## config.mk

```make
export PLATFORM = sky130hd
export DESIGN_NAME = pcc_ctrl
export DESIGN_NICKNAME = d
export VERILOG_FILES = /design/src/shared/pcc_pkg.sv /design/src/hw/pcc_ctrl.sv /design/src/hw/pcc_trig_mem.sv
export SDC_FILE = /design/constraint.sdc
export NUM_CORES = 2
export LEC_CHECK = 0
export ABC_AREA = 1
export BUFFER_PORTS_ARGS = -buffer_cell sky130_fd_sc_hd__buf_2
export CAP_MARGIN = 20
export CORE_MARGIN = 10
export CORE_UTILIZATION = 30
export CTS_CLUSTER_SIZE = 10
export DETAILED_ROUTE_END_ITERATION = 8
export PLACE_DENSITY_LB_ADDON = 0.1
export SKIP_LAST_GASP = 1
export SLEW_MARGIN = 20
export SYNTH_ARGS = -nofsm -noshare
export SYNTH_HDL_FRONTEND = slang
export SYNTH_SLANG_ARGS = --single-unit
export TNS_END_PERCENT = 20
```

## constraint.sdc

```tcl
create_clock -name core_clk -period 6.3 [get_ports core_clk]
set_clock_uncertainty 0.15 [all_clocks]
set_input_delay 0.315 -clock core_clk [delete_from_list [all_inputs] [get_ports core_clk]]
set_output_delay 0.315 -clock core_clk [all_outputs]
set_load 0.02 [all_outputs]
```

## src/shared/pcc_pkg.sv

```systemverilog
// ----------------------------------------------------------------
// shared constants for the time-sync control block
// ----------------------------------------------------------------
package pcc_pkg;
	// page selector code that opens the time-sync base registers
	localparam logic [2:0] PCC_PAGE_SYNC = 3'h4;
	// register offsets
	localparam logic [4:0] PCC_OFS_CTL = 5'h14;
	localparam logic [4:0] PCC_OFS_TDP = 5'h15;
	// control register bit positions
	localparam int PCC_B_RESET = 0;
	localparam int PCC_B_STOP = 1;
	localparam int PCC_B_RUN = 2;
	localparam int PCC_B_ADJ = 3;
	localparam int PCC_B_SET = 4;
	localparam int PCC_B_SAMPLE = 5;
	localparam int PCC_B_PROG = 6;
	localparam int PCC_B_READ = 7;
	localparam int PCC_B_TEN = 8;
	localparam int PCC_B_TDIS = 9;
	localparam int PCC_B_SEL_LO = 10;
	// reset values
	localparam logic [2:0] PCC_SEL_RST = 3'h0;
	localparam logic [15:0] PCC_RDATA_RST = 16'h0000;
	// trigger store geometry
	localparam int PCC_NTRIG = 8;
	localparam logic [2:0] PCC_TRIG_FIELDS = 3'h6;
	localparam logic [2:0] PCC_TIME_WORDS = 3'h4;
	localparam logic [2:0] PCC_PTR_MAX = 3'h7;
	// time clock step per core cycle, derived from the 200 MHz period
	localparam int PCC_CLK_PERIOD_NS = 5;
	localparam logic [31:0] PCC_NS_INC = 32'(PCC_CLK_PERIOD_NS);
	localparam logic [31:0] PCC_NS_PER_SEC = 32'h3b9a_ca00;
	// what the data port currently serves
	typedef enum logic [1:0] {
		PCC_MODE_TIME = 2'b00,
		PCC_MODE_LOAD = 2'b01,
		PCC_MODE_READ = 2'b10,
		PCC_MODE_SAMPLE = 2'b11
	} pcc_mode_e;
endpackage : pcc_pkg

```

## src/hw/pcc_ctrl.sv

```systemverilog
`timescale 1ns/1ps
`default_nettype none
module pcc_ctrl
	import pcc_pkg::*;
(
	input wire logic core_clk,
	input wire logic sys_rst,
	input wire logic [2:0] page_selector,
	input wire logic mgmt_wr,
	input wire logic mgmt_rd,
	input wire logic [4:0] mgmt_addr,
	input wire logic [15:0] mgmt_wdata,
	output logic [15:0] mgmt_rdata_ff,
	output logic mgmt_rvalid_ff,
	output logic [31:0] time_sec_ff,
	output logic [31:0] time_ns_ff,
	output logic clock_run_enable_ff,
	output logic clock_reset_hold_ff,
	output logic [PCC_NTRIG-1:0] trig_enabled_ff
);
	// ----------------------------------------------------------------
	// decode
	// ----------------------------------------------------------------
	logic [2:0] trigger_index_select_ff; // chosen trigger
	logic [2:0] cmd_sel; // index carried by this control write
	pcc_mode_e mode_ff; // data port function
	logic [2:0] ptr_ff; // word index on the data port
	logic [63:0] stage_ff; // staged time or offset {sec,ns}
	logic [63:0] sample_ff; // captured time {sec,ns}
	logic [15:0] mem_q; // field word at {index,ptr}
	logic page_ok; // registers visible on this page
	logic ctl_wr, ctl_rd, tdp_wr, tdp_rd; // register strobes
	logic cmd_ok; // commands allowed, logic not held
	logic c_tdis, c_ten, c_read, c_prog; // trigger commands
	logic c_sample, c_set, c_adj, c_run, c_stop; // clock commands
	logic load_last; // final field written during load
	logic [31:0] adj_ns; // ns sum during adjust
	logic [15:0] ctl_view; // control register read value
	logic [15:0] tdp_view; // data port read value

	assign page_ok = (page_selector == PCC_PAGE_SYNC);
	assign ctl_wr = mgmt_wr && page_ok && (mgmt_addr == PCC_OFS_CTL);
	assign ctl_rd = mgmt_rd && page_ok && (mgmt_addr == PCC_OFS_CTL);
	assign tdp_wr = mgmt_wr && page_ok && (mgmt_addr == PCC_OFS_TDP);
	assign tdp_rd = mgmt_rd && page_ok && (mgmt_addr == PCC_OFS_TDP);
	assign cmd_ok = ctl_wr && !clock_reset_hold_ff;
	// commands act on the index written with them, not the old one
	assign cmd_sel = mgmt_wdata[PCC_B_SEL_LO +: 3];
	assign c_tdis = cmd_ok && mgmt_wdata[PCC_B_TDIS];
	assign c_ten = cmd_ok && mgmt_wdata[PCC_B_TEN];
	assign c_read = cmd_ok && mgmt_wdata[PCC_B_READ];
	assign c_prog = cmd_ok && mgmt_wdata[PCC_B_PROG];
	assign c_sample = cmd_ok && mgmt_wdata[PCC_B_SAMPLE];
	assign c_set = cmd_ok && mgmt_wdata[PCC_B_SET];
	assign c_adj = cmd_ok && mgmt_wdata[PCC_B_ADJ];
	assign c_run = cmd_ok && mgmt_wdata[PCC_B_RUN];
	assign c_stop = cmd_ok && mgmt_wdata[PCC_B_STOP];
	assign load_last = tdp_wr && (mode_ff == PCC_MODE_LOAD) &&
		(ptr_ff == PCC_TRIG_FIELDS - 3'h1);

	// ----------------------------------------------------------------
	// control register state
	// ----------------------------------------------------------------
	// index field
	always_ff @(posedge core_clk) begin
		if (sys_rst) begin
			trigger_index_select_ff <= PCC_SEL_RST;
		end else if (ctl_wr) begin
			trigger_index_select_ff <= mgmt_wdata[PCC_B_SEL_LO +: 3];
		end
	end

	always_ff @(posedge core_clk) begin
		if (sys_rst) begin
			clock_reset_hold_ff <= 1'b0;
		end else if (ctl_wr) begin
			clock_reset_hold_ff <= mgmt_wdata[PCC_B_RESET];
		end
	end

	// run state; stop wins over run
	always_ff @(posedge core_clk) begin
		if (sys_rst || clock_reset_hold_ff) begin
			clock_run_enable_ff <= 1'b0;
		end else if (c_stop) begin
			clock_run_enable_ff <= 1'b0;
		end else if (c_run) begin
			clock_run_enable_ff <= 1'b1;
		end
	end

	// ----------------------------------------------------------------
	// triggers
	// ----------------------------------------------------------------
	// enable state gates nothing; pin drive stays outside
	genvar g;
	generate
		for (g = 0; g < PCC_NTRIG; g++) begin : g_trig
			always_ff @(posedge core_clk) begin
				if (sys_rst || clock_reset_hold_ff) begin
					trig_enabled_ff[g] <= 1'b0;
				end else if (cmd_ok && cmd_sel == 3'(g)) begin
					if (c_tdis) begin
						trig_enabled_ff[g] <= 1'b0;
					end else if (c_ten) begin
						trig_enabled_ff[g] <= 1'b1;
					end else if (c_prog) begin
						trig_enabled_ff[g] <= 1'b0;
					end
				end
			end
		end
	endgenerate

	// data port mode
	always_ff @(posedge core_clk) begin
		if (sys_rst || clock_reset_hold_ff) begin
			mode_ff <= PCC_MODE_TIME;
		end else if (c_prog && !c_ten) begin
			mode_ff <= PCC_MODE_LOAD;
		end else if (c_read) begin
			mode_ff <= PCC_MODE_READ;
		end else if (c_sample) begin
			mode_ff <= PCC_MODE_SAMPLE;
		end else if ((c_ten && mode_ff == PCC_MODE_LOAD) || c_set || c_adj) begin
			mode_ff <= PCC_MODE_TIME;
		end else if (load_last) begin
			mode_ff <= PCC_MODE_TIME;
		end
	end

	// word pointer, restarts on any command except run and stop, saturates
	always_ff @(posedge core_clk) begin
		if (sys_rst || clock_reset_hold_ff) begin
			ptr_ff <= 3'h0;
		end else if (cmd_ok && mgmt_wdata[PCC_B_TDIS:PCC_B_ADJ] != 7'h00) begin
			ptr_ff <= 3'h0;
		end else if (load_last) begin
			ptr_ff <= 3'h0;
		end else if ((tdp_wr || tdp_rd) && ptr_ff != PCC_PTR_MAX) begin
			ptr_ff <= ptr_ff + 3'h1;
		end
	end

	pcc_trig_mem u_mem (
		.core_clk(core_clk),
		.wr_en(tdp_wr && mode_ff == PCC_MODE_LOAD),
		.wr_addr({trigger_index_select_ff, ptr_ff}),
		.wr_data(mgmt_wdata),
		.rd_addr({trigger_index_select_ff, ptr_ff}),
		.rd_data_ff(mem_q)
	);

	// ----------------------------------------------------------------
	// time clock
	// ----------------------------------------------------------------
	// staging words: ns low, ns high, sec low, sec high
	always_ff @(posedge core_clk) begin
		if (sys_rst || clock_reset_hold_ff) begin
			stage_ff <= 64'h0;
		end else if (tdp_wr && mode_ff == PCC_MODE_TIME &&
				ptr_ff < PCC_TIME_WORDS) begin
			stage_ff[{ptr_ff[1:0], 4'h0} +: 16] <= mgmt_wdata;
		end
	end

	always_ff @(posedge core_clk) begin
		if (sys_rst || clock_reset_hold_ff) begin
			sample_ff <= 64'h0;
		end else if (c_sample) begin
			sample_ff <= {time_sec_ff, time_ns_ff};
		end
	end

	// offset sum, ns kept below one second
	assign adj_ns = time_ns_ff + stage_ff[31:0];

	always_ff @(posedge core_clk) begin
		if (sys_rst || clock_reset_hold_ff) begin
			time_sec_ff <= 32'h0;
			time_ns_ff <= 32'h0;
		end else if (c_set) begin
			time_sec_ff <= stage_ff[63:32];
			time_ns_ff <= stage_ff[31:0];
		end else if (c_adj) begin
			if (adj_ns >= PCC_NS_PER_SEC) begin
				time_ns_ff <= adj_ns - PCC_NS_PER_SEC;
				time_sec_ff <= time_sec_ff + stage_ff[63:32] + 32'h1;
			end else begin
				time_ns_ff <= adj_ns;
				time_sec_ff <= time_sec_ff + stage_ff[63:32];
			end
		end else if (clock_run_enable_ff) begin
			if (time_ns_ff + PCC_NS_INC >= PCC_NS_PER_SEC) begin
				time_ns_ff <= time_ns_ff + PCC_NS_INC - PCC_NS_PER_SEC;
				time_sec_ff <= time_sec_ff + 32'h1;
			end else begin
				time_ns_ff <= time_ns_ff + PCC_NS_INC;
			end
		end
	end

	// ----------------------------------------------------------------
	// read path
	// ----------------------------------------------------------------
	// upper bits and command bits read zero, except bit 6 shows load mode, bit 2 the run state and bit 0 the hold
	assign ctl_view = {3'h0, trigger_index_select_ff, 3'h0,
		(mode_ff == PCC_MODE_LOAD), 3'h0, clock_run_enable_ff, 1'b0,
		clock_reset_hold_ff};

	// data port words, zero past the end
	always_comb begin
		tdp_view = 16'h0000;
		unique case (mode_ff)
			PCC_MODE_READ: begin
				if (ptr_ff < PCC_TRIG_FIELDS) begin
					tdp_view = mem_q;
				end
			end
			PCC_MODE_SAMPLE: begin
				if (ptr_ff < PCC_TIME_WORDS) begin
					tdp_view = sample_ff[{ptr_ff[1:0], 4'h0} +: 16];
				end
			end
			PCC_MODE_TIME, PCC_MODE_LOAD: begin
				tdp_view = 16'h0000;
			end
		endcase
	end

	// read data register, zero for any other address or page
	always_ff @(posedge core_clk) begin
		if (sys_rst) begin
			mgmt_rdata_ff <= PCC_RDATA_RST;
			mgmt_rvalid_ff <= 1'b0;
		end else begin
			mgmt_rvalid_ff <= mgmt_rd;
			if (ctl_rd) begin
				mgmt_rdata_ff <= ctl_view;
			end else if (tdp_rd) begin
				mgmt_rdata_ff <= tdp_view;
			end else if (mgmt_rd) begin
				mgmt_rdata_ff <= 16'h0000;
			end
		end
	end
endmodule : pcc_ctrl
`default_nettype wire

```

## src/hw/pcc_trig_mem.sv

```systemverilog
`timescale 1ns/1ps
`default_nettype none
// ----------------------------------------------------------------
// trigger control field store, registered read
// ----------------------------------------------------------------
module pcc_trig_mem (
	input wire logic core_clk,
	input wire logic wr_en,
	input wire logic [5:0] wr_addr,
	input wire logic [15:0] wr_data,
	input wire logic [5:0] rd_addr,
	output logic [15:0] rd_data_ff
);
	// one word per field per trigger
	logic [15:0] mem [0:63];

	// write port
	always_ff @(posedge core_clk) begin
		if (wr_en) begin
			mem[wr_addr] <= wr_data;
		end
	end

	// read port, one cycle latency
	always_ff @(posedge core_clk) begin
		rd_data_ff <= mem[rd_addr];
	end
endmodule : pcc_trig_mem
`default_nettype wire

```

Yosys cells after proc, flatten, opt, wreduce, memory -nomap -nowiden
Memory sizes are Yosys's and may differ from the RTL's. A register that Yosys moved wholly into a read port is not among the register bits.
Index checks and enable logic that the tools add are counted.
- memories: 1
- register bits: 227
- bits in writable memories: 1024
- word-level logic and storage cells: 142
- output and inout bits: 91
- memory list (memory ; words ; width ; read ports ; clocked after Yosys merged registers in ; wr ports ; RTL line ; source):
    u_mem.mem ; 64 ; 16 ; 1 ; 1 ; 1 ; pcc_trig_mem.sv:15 ; logic [15:0] mem [0:63];
- equal/unequal tests: 15
- reductions and logical operators: 62
- shifts and indexed selects: 3
- $lt $le $gt $ge: 4
- add/subtract/negate cells: 9
- mux-type cells: 27
- operator list (operator ; number):
    $mux W32 ; 10
    $add A32 B1 Y32 const B ; 2
    $add A32 B32 Y32 ; 2
    $bwmux W64 ; 1
    $ge A32 B30 Y1 const B ; 2
    $mux W16 ; 4
    $shift A16 B8 Y64 const A ; 1
    $shiftx A16 B8 Y64 ; 1
    $shiftx A64 B7 Y16 ; 1
    $sub A32 B30 Y32 const B ; 2
    $pmux W16 S3 ; 1
    $add A32 B3 Y32 const B ; 1
    $logic_and A1 B1 Y1 ; 32
    $eq A3 B3 Y1 const B ; 6
    $reduce_and A2 Y1 ; 9
    $mux W13 ; 1
    $reduce_bool A3 Y1 ; 4
    $eq A5 B5 Y1 const B ; 2
    $mux W2 ; 4
    $neg A6 Y8 ; 1
    $reduce_or A2 Y1 ; 4
    $reduce_bool A7 Y1 ; 1
    $eq A3 B2 Y1 const B ; 2
    $lt A3 B3 Y1 const B ; 2
    other kinds (14) ; 24

Depth between registers and ports, before layout
- word-level depth: 12
- depth in mapped cells: 25
- depth with buffers taken out: 25

Hierarchy
Synthesis repeated with hierarchy kept, for this count alone.
- cells, all modules: 6828
- area, all modules: 61635.4 um^2
- by module, submodules not included (module ; area an instance (um^2) ; cells an instance ; instances):
    pcc_trig_mem ; 42099.1 ; 3517 ; 1
    pcc_ctrl ; 19536.2 ; 3311 ; 1

Worst setup path after synthesis
Ideal clock, no wire load.
- path kind: register to register
- from: register ptr_ff[0]
- to: memory u_mem.mem[11][0] (enable)
- arrival: 2802 ps
- setup time: 388 ps
- path slack: 2959 ps
- buffers on the path: 4
- period minus slack after synthesis: 3341 ps
- data required time: 5762 ps
- cell stages (with the launch flop): 9
- path through: dfxtp_1 clkbuf_1 inv_2 nor3_1 clkbuf_1 buf_1 clkbuf_1 nand2_1 nor2_1
- RTL lines (what ; RTL line ; source):
    start, declared ; pcc_ctrl.sv:27 ; logic [2:0] ptr_ff;
    start signal, assigned ; pcc_ctrl.sv:141 ; ptr_ff <= ptr_ff + 3'h1;
    end, declared ; pcc_trig_mem.sv:15 ;
No word-level cell before the write port.

Final worst setup path
- from: register time_ns_ff[2]
- to: register time_sec_ff[4]
- cells in the longest elaborated chain, start to end: 5
- ends and longest elaborated chain (what ; RTL line ; source):
    start, declared ; pcc_ctrl.sv:16 ; output logic [31:0] time_ns_ff,
    start signal, assigned ; pcc_ctrl.sv:184 ; time_ns_ff <= stage_ff[31:0];
    start signal, assigned ; pcc_ctrl.sv:187 ; time_ns_ff <= adj_ns - PCC_NS_PER_SEC;
    start signal, assigned ; pcc_ctrl.sv:190 ; time_ns_ff <= adj_ns;
    $add A32 B32 Y32 ; pcc_ctrl.sv:176 ; assign adj_ns = time_ns_ff + stage_ff[31:0];
    $ge A32 B30 Y1 ; pcc_ctrl.sv:186 ; if (adj_ns >= PCC_NS_PER_SEC) begin
    $mux W32 ; pcc_ctrl.sv:186 ;
    $mux W32 ; pcc_ctrl.sv:185 ; end else if (c_adj) begin
    $mux W32 ; pcc_ctrl.sv:182 ; end else if (c_set) begin
    end signal, assigned ; pcc_ctrl.sv:183 ; time_sec_ff <= stage_ff[63:32];
    end signal, assigned ; pcc_ctrl.sv:188 ; time_sec_ff <= time_sec_ff + stage_ff[63:32] + 32'h1;
    end signal, assigned ; pcc_ctrl.sv:191 ; time_sec_ff <= time_sec_ff + stage_ff[63:32];
    end, declared ; pcc_ctrl.sv:15 ; output logic [31:0] time_sec_ff,
Parallel ways exist; a longest one is shown, timed or not.
A chain may end at the register's enable or synchronous reset.

==> results.yml <==
outcome:
  outcome: "completed"
floorplanning:
  chipWidth_um: 456
  die_area_um2: 208000
  initial_utilization_pct: 30.3
  fp.dieH_um: 456
  placement_rows: 159
  design.portCount: 119
  fp.coreArea_um2: 188000
layout:
  num-nets-final: 5823
  core_occupancy_in_the_finished_layout_pct: 35.1
  area_growth_syn_to_layout_pct: 16.1
  final_layout_size_suffix_gt1_share_pct: 10.7
  design_area_um2: 66200
synthesis:
  yosys_warnings: 0
  post_synth_inst_count: 5494
  synth_enable_flop_cells: 1024
  synth_cell_types: 71
  share_of_synthesized_flip_flops_with_an_asynchronous_set_or_reset_pct: 0
  netlist_area_pre_place_um2: 57000
  postSynthRegisterBits: 1267
  seq_area_frac_synth_pct: 62.5
  syn_avg_cell_area_um2: 10.4
  synth-main-ff-cell: "sky130_fd_sc_hd__edfxtp_1"
  synth_fp_nets: 5599
placement:
  finalWeightedCongestion: 0.901
  place_area_um2: 61400
  dpl_worst_slack_ns: 1.42
  io_buffer_count: 118
  dp.final_hpwl_um: 148000
worst_setup_path:
  reg2regPathDepth: 20
  critical_path.cell_chain: "ha_1, nand2_1, nand3_1, nand2_1, nand2_1, nand2_1, nand2_1, nand2_1, nand2_1, nand2_1, nand2_1, inv_2, nor2_1, nand3_1, nand3_4, inv_2, nor2_1, o21ai_0, nand2_1, a21oi_1"
  timing.setup.critical_path_class: "reg2reg"
  crit_slowest_cell: "sky130_fd_sc_hd__dfxtp_1"
  r2r-end: "time_sec_ff[4]"
  number_of_logic_stages_on_the_critical_path_including_buffering: 20
  worst_path_most_repeated_cell: "sky130_fd_sc_hd__nand2_1"
  critical-path-top-delay-family: "simple AND/OR/NAND/NOR gates"
  r2r_start: "time_ns_ff[2]"
  r2r_slack_ns: 1.43
  worst-path-buf-inv: 2
  cp_slowest_stage_delay_ns: 0.73
  cp_data_arrival_time_ns: 5.42
  timing.critical_path.required_ns: 6.84
  setup.worst_path.end_class: "register"
  setup.worst_path.start_class: "register"
  crit_path_max_fanout: 62
cts:
  ctsLongestPathBuffers: 3
  cts-root-buf: "sky130_fd_sc_hd__clkbuf_16"
  cts_tree: "built"
  clkLatencyLatePin_ns: 0.80
  tritoncts.num_buffers: 152
  clock_pin_transition_on_the_worst_setup_and_hold_timing_paths_ns: 0.06
  cts_max_level: 4
  cts_num_sinks: 1267
sta:
  report.final.setup_viol: 0
  tightestPinTransition_ns: 1.09
  worst_rel_slew_slack_pct: 27.3
  period_needed_ns: 4.87
  drv_slew: 0
  holdWs_ns: 0.0688
  setup_total_negative_slack_ns: 0
  report.final.hold_viol_count: 0
  rsz0062_at_grt: "false"
  period_share_pct: 77.3
  fmaxAchievable_ghz: 0.205
  postLayoutSetupSlackWorst_ns: 1.43
pwr:
  irDropWorstVdd_mv: 0.304
  p_per_area_nw_per_um2: 266
  leakagePower_nw: 23.7
drt:
  detailedRoute.firstIterationViolations: 4004
  detail-route-antenna-nets: 0
  routed_wirelength_um: 222000
  route.vias.total: 43300
  wire_per_inst_um: 26.8
  viasPerCell: 5.21
  detailedRoute.firstPassIterationCount: 6
  drc: 0
global_routing:
  wire_length_of_the_first_global_routing_pass_um: 316000
  grt_pass1_vias: 42200
  grt_overflow: 0
  track_usage_pct: 20.5
  antenna_found_initial: 9
  grt_start_max_net_pins: 164
flow_run:
  max_cap_viol_count: 0
hold_path:
  worstHoldPathCells: 4
  timing.hold.worst.class: "in2reg"
  timing.hold.worst.start: "mgmt_rd"
  min_to: "mgmt_rdata_ff[1]"
==> layer usage <==
metal  track usage [%]  share of wire [%]
met4              4.96                2.2
met1              28.1                 46
met2              34.6                 48
met5                 0             0.0054
met3              2.39                4.0
==> worst max path at each step <==
stage / start / to / slack (ns)
2_1_floorplan: ptr_ff[0] / u_mem.mem[11][0] / 2.96
3_3_place_gp: time_ns_ff[4] / time_sec_ff[16] / 1.44
3_5_place_dp: time_ns_ff[2] / time_ns_ff[11] / 1.42
4_1_cts: time_ns_ff[2] / time_ns_ff[11] / 1.38
5_1_grt: time_ns_ff[2] / time_sec_ff[16] / 0.93
6_report: time_ns_ff[2] / time_sec_ff[4] / 1.43
==> what timing repair did <==
| action | CTS | global route |
|---|---|---|
| hold buffers | 23 | 0 |
| resized for setup | 0 | 0 |
| endpoints found under the hold margin | 296 | 0 |
| setup buffers | 0 | 0 |
==> cell usage in the layout, fill, tap and decap left out, types with 30 or more instances in the layout <==
| cell | netlist | final |
|---|---|---|
| sky130_fd_sc_hd__ha_1 | 75 | 75 |
| sky130_fd_sc_hd__nor3_1 | 82 | 70 |
| sky130_fd_sc_hd__a22o_1 | 90 | 90 |
| sky130_fd_sc_hd__o22ai_1 | 36 | 36 |
| sky130_fd_sc_hd__clkbuf_1 | 173 | 63 |
| sky130_fd_sc_hd__o21ai_1 | 34 | 34 |
| sky130_fd_sc_hd__edfxtp_1 | 1024 | 1024 |
| sky130_fd_sc_hd__a31oi_1 | 34 | 34 |
| sky130_fd_sc_hd__dfxtp_1 | 243 | 243 |
| sky130_fd_sc_hd__o211a_1 | 30 | 30 |
| sky130_fd_sc_hd__nand4_1 | 160 | 160 |
| sky130_fd_sc_hd__nor2_2 | 13 | 58 |
| sky130_fd_sc_hd__nor2_1 | 391 | 337 |
| sky130_fd_sc_hd__inv_1 | 434 | 434 |
| sky130_fd_sc_hd__a221oi_1 | 136 | 135 |
| sky130_fd_sc_hd__a21oi_1 | 308 | 308 |
| sky130_fd_sc_hd__o21ai_0 | 241 | 241 |
| sky130_fd_sc_hd__nand2_1 | 1270 | 1269 |
| sky130_fd_sc_hd__buf_2 | 15 | 104 |
| sky130_fd_sc_hd__a22oi_1 | 161 | 161 |
| sky130_fd_sc_hd__clkbuf_16 | 0 | 155 |
| sky130_fd_sc_hd__xor2_1 | 60 | 60 |
| sky130_fd_sc_hd__nand3_1 | 229 | 229 |
| sky130_fd_sc_hd__buf_4 | 7 | 168 |
==> cells by family after synthesis <==
logic type	share of synthesized area (%)
AND/OR/NAND/NOR	16.6
flip-flops	62.5
AO/OA/AOI/OAI	13.1
buffers and inverters	4.75
XOR/XNOR	1.29
adder cells (fa/ha/maj)	1.72
==> worst min-delay path, stage by stage <==
cell and delay (ns):
sky130_fd_sc_hd__buf_2 0.11, sky130_fd_sc_hd__clkinv_1 0.33, sky130_fd_sc_hd__nand2_1 0.09, sky130_fd_sc_hd__a21oi_1 0.13
==> layout make-up <==
type / instances / area [µm²]
fill: 18900 / 122000
tap: 2495 / 3120
antenna: 4 / 10.0
sequential: 1267 / 35600
clock buffer: 228 / 4250
clock inverter: 21 / 280
multi-input combinational: 3531 / 19000
timing repair buffer: 307 / 2240
inverter: 459 / 1730
==> metrics by stage <==
stage | instances | power, mW
2_1_floorplan | 5494 | 9.29
3_3_place_gp | 8034 | 9.53
3_5_place_dp | 8035 | 9.53
4_1_cts | 8307 | 17.8
5_1_grt | 8308 | 18.1
6_report | 8312 | 17.6
==> synth_stat cells, types with 14 or more instances <==
cell type	count	area, µm²
sky130_fd_sc_hd__nand3_1	229	1150
sky130_fd_sc_hd__inv_1	434	1630
sky130_fd_sc_hd__xnor2_1	20	175
sky130_fd_sc_hd__a22oi_1	161	1210
sky130_fd_sc_hd__o21ai_0	241	1210
sky130_fd_sc_hd__o22ai_1	36	225
sky130_fd_sc_hd__o21ai_1	34	170
sky130_fd_sc_hd__inv_2	18	67.6
sky130_fd_sc_hd__a221oi_1	136	1190
sky130_fd_sc_hd__nand3b_1	15	113
sky130_fd_sc_hd__nand4_1	160	1000
sky130_fd_sc_hd__a21oi_1	308	1540
sky130_fd_sc_hd__a31oi_1	34	213
sky130_fd_sc_hd__nand2_1	1270	4770
sky130_fd_sc_hd__nor2_1	391	1470
sky130_fd_sc_hd__xor2_1	60	526
sky130_fd_sc_hd__dfxtp_1	243	4860
sky130_fd_sc_hd__edfxtp_1	1024	30700
sky130_fd_sc_hd__nand2_2	18	113
sky130_fd_sc_hd__buf_2	15	75.1
sky130_fd_sc_hd__a22o_1	90	788
sky130_fd_sc_hd__buf_1	35	131
sky130_fd_sc_hd__nor3_1	82	410
sky130_fd_sc_hd__nor4_1	14	87.6
sky130_fd_sc_hd__o211a_1	30	300
sky130_fd_sc_hd__a211oi_1	18	135
sky130_fd_sc_hd__clkbuf_1	173	649
sky130_fd_sc_hd__ha_1	75	938
==> registers in the layout, indices dropped and copies added (netlist names) <==
register and flops:
time_ns_ff 32, time_sec_ff 32, trigger_index_select_ff 3, clock_reset_hold_ff 1, mgmt_rvalid_ff 1, stage_ff 64, sample_ff 64, clock_run_enable_ff 1
ptr_ff 3, mgmt_rdata_ff 16, mode_ff 2, trig_enabled_ff 8, u_mem.mem 1024, u_mem.rd_data_ff 16
==> where the power goes <==
part | internal [mW] | total (mW) | leakage [nW] | switching [mW]
combinational | 0.0558 | 0.319 | 10.3 | 0.263
sequential | 9.04 | 9.04 | 11.2 | 0.00403
clock | 4.73 | 8.23 | 2.19 | 3.50
Note: power is estimated with default switching activity, not from simulation.
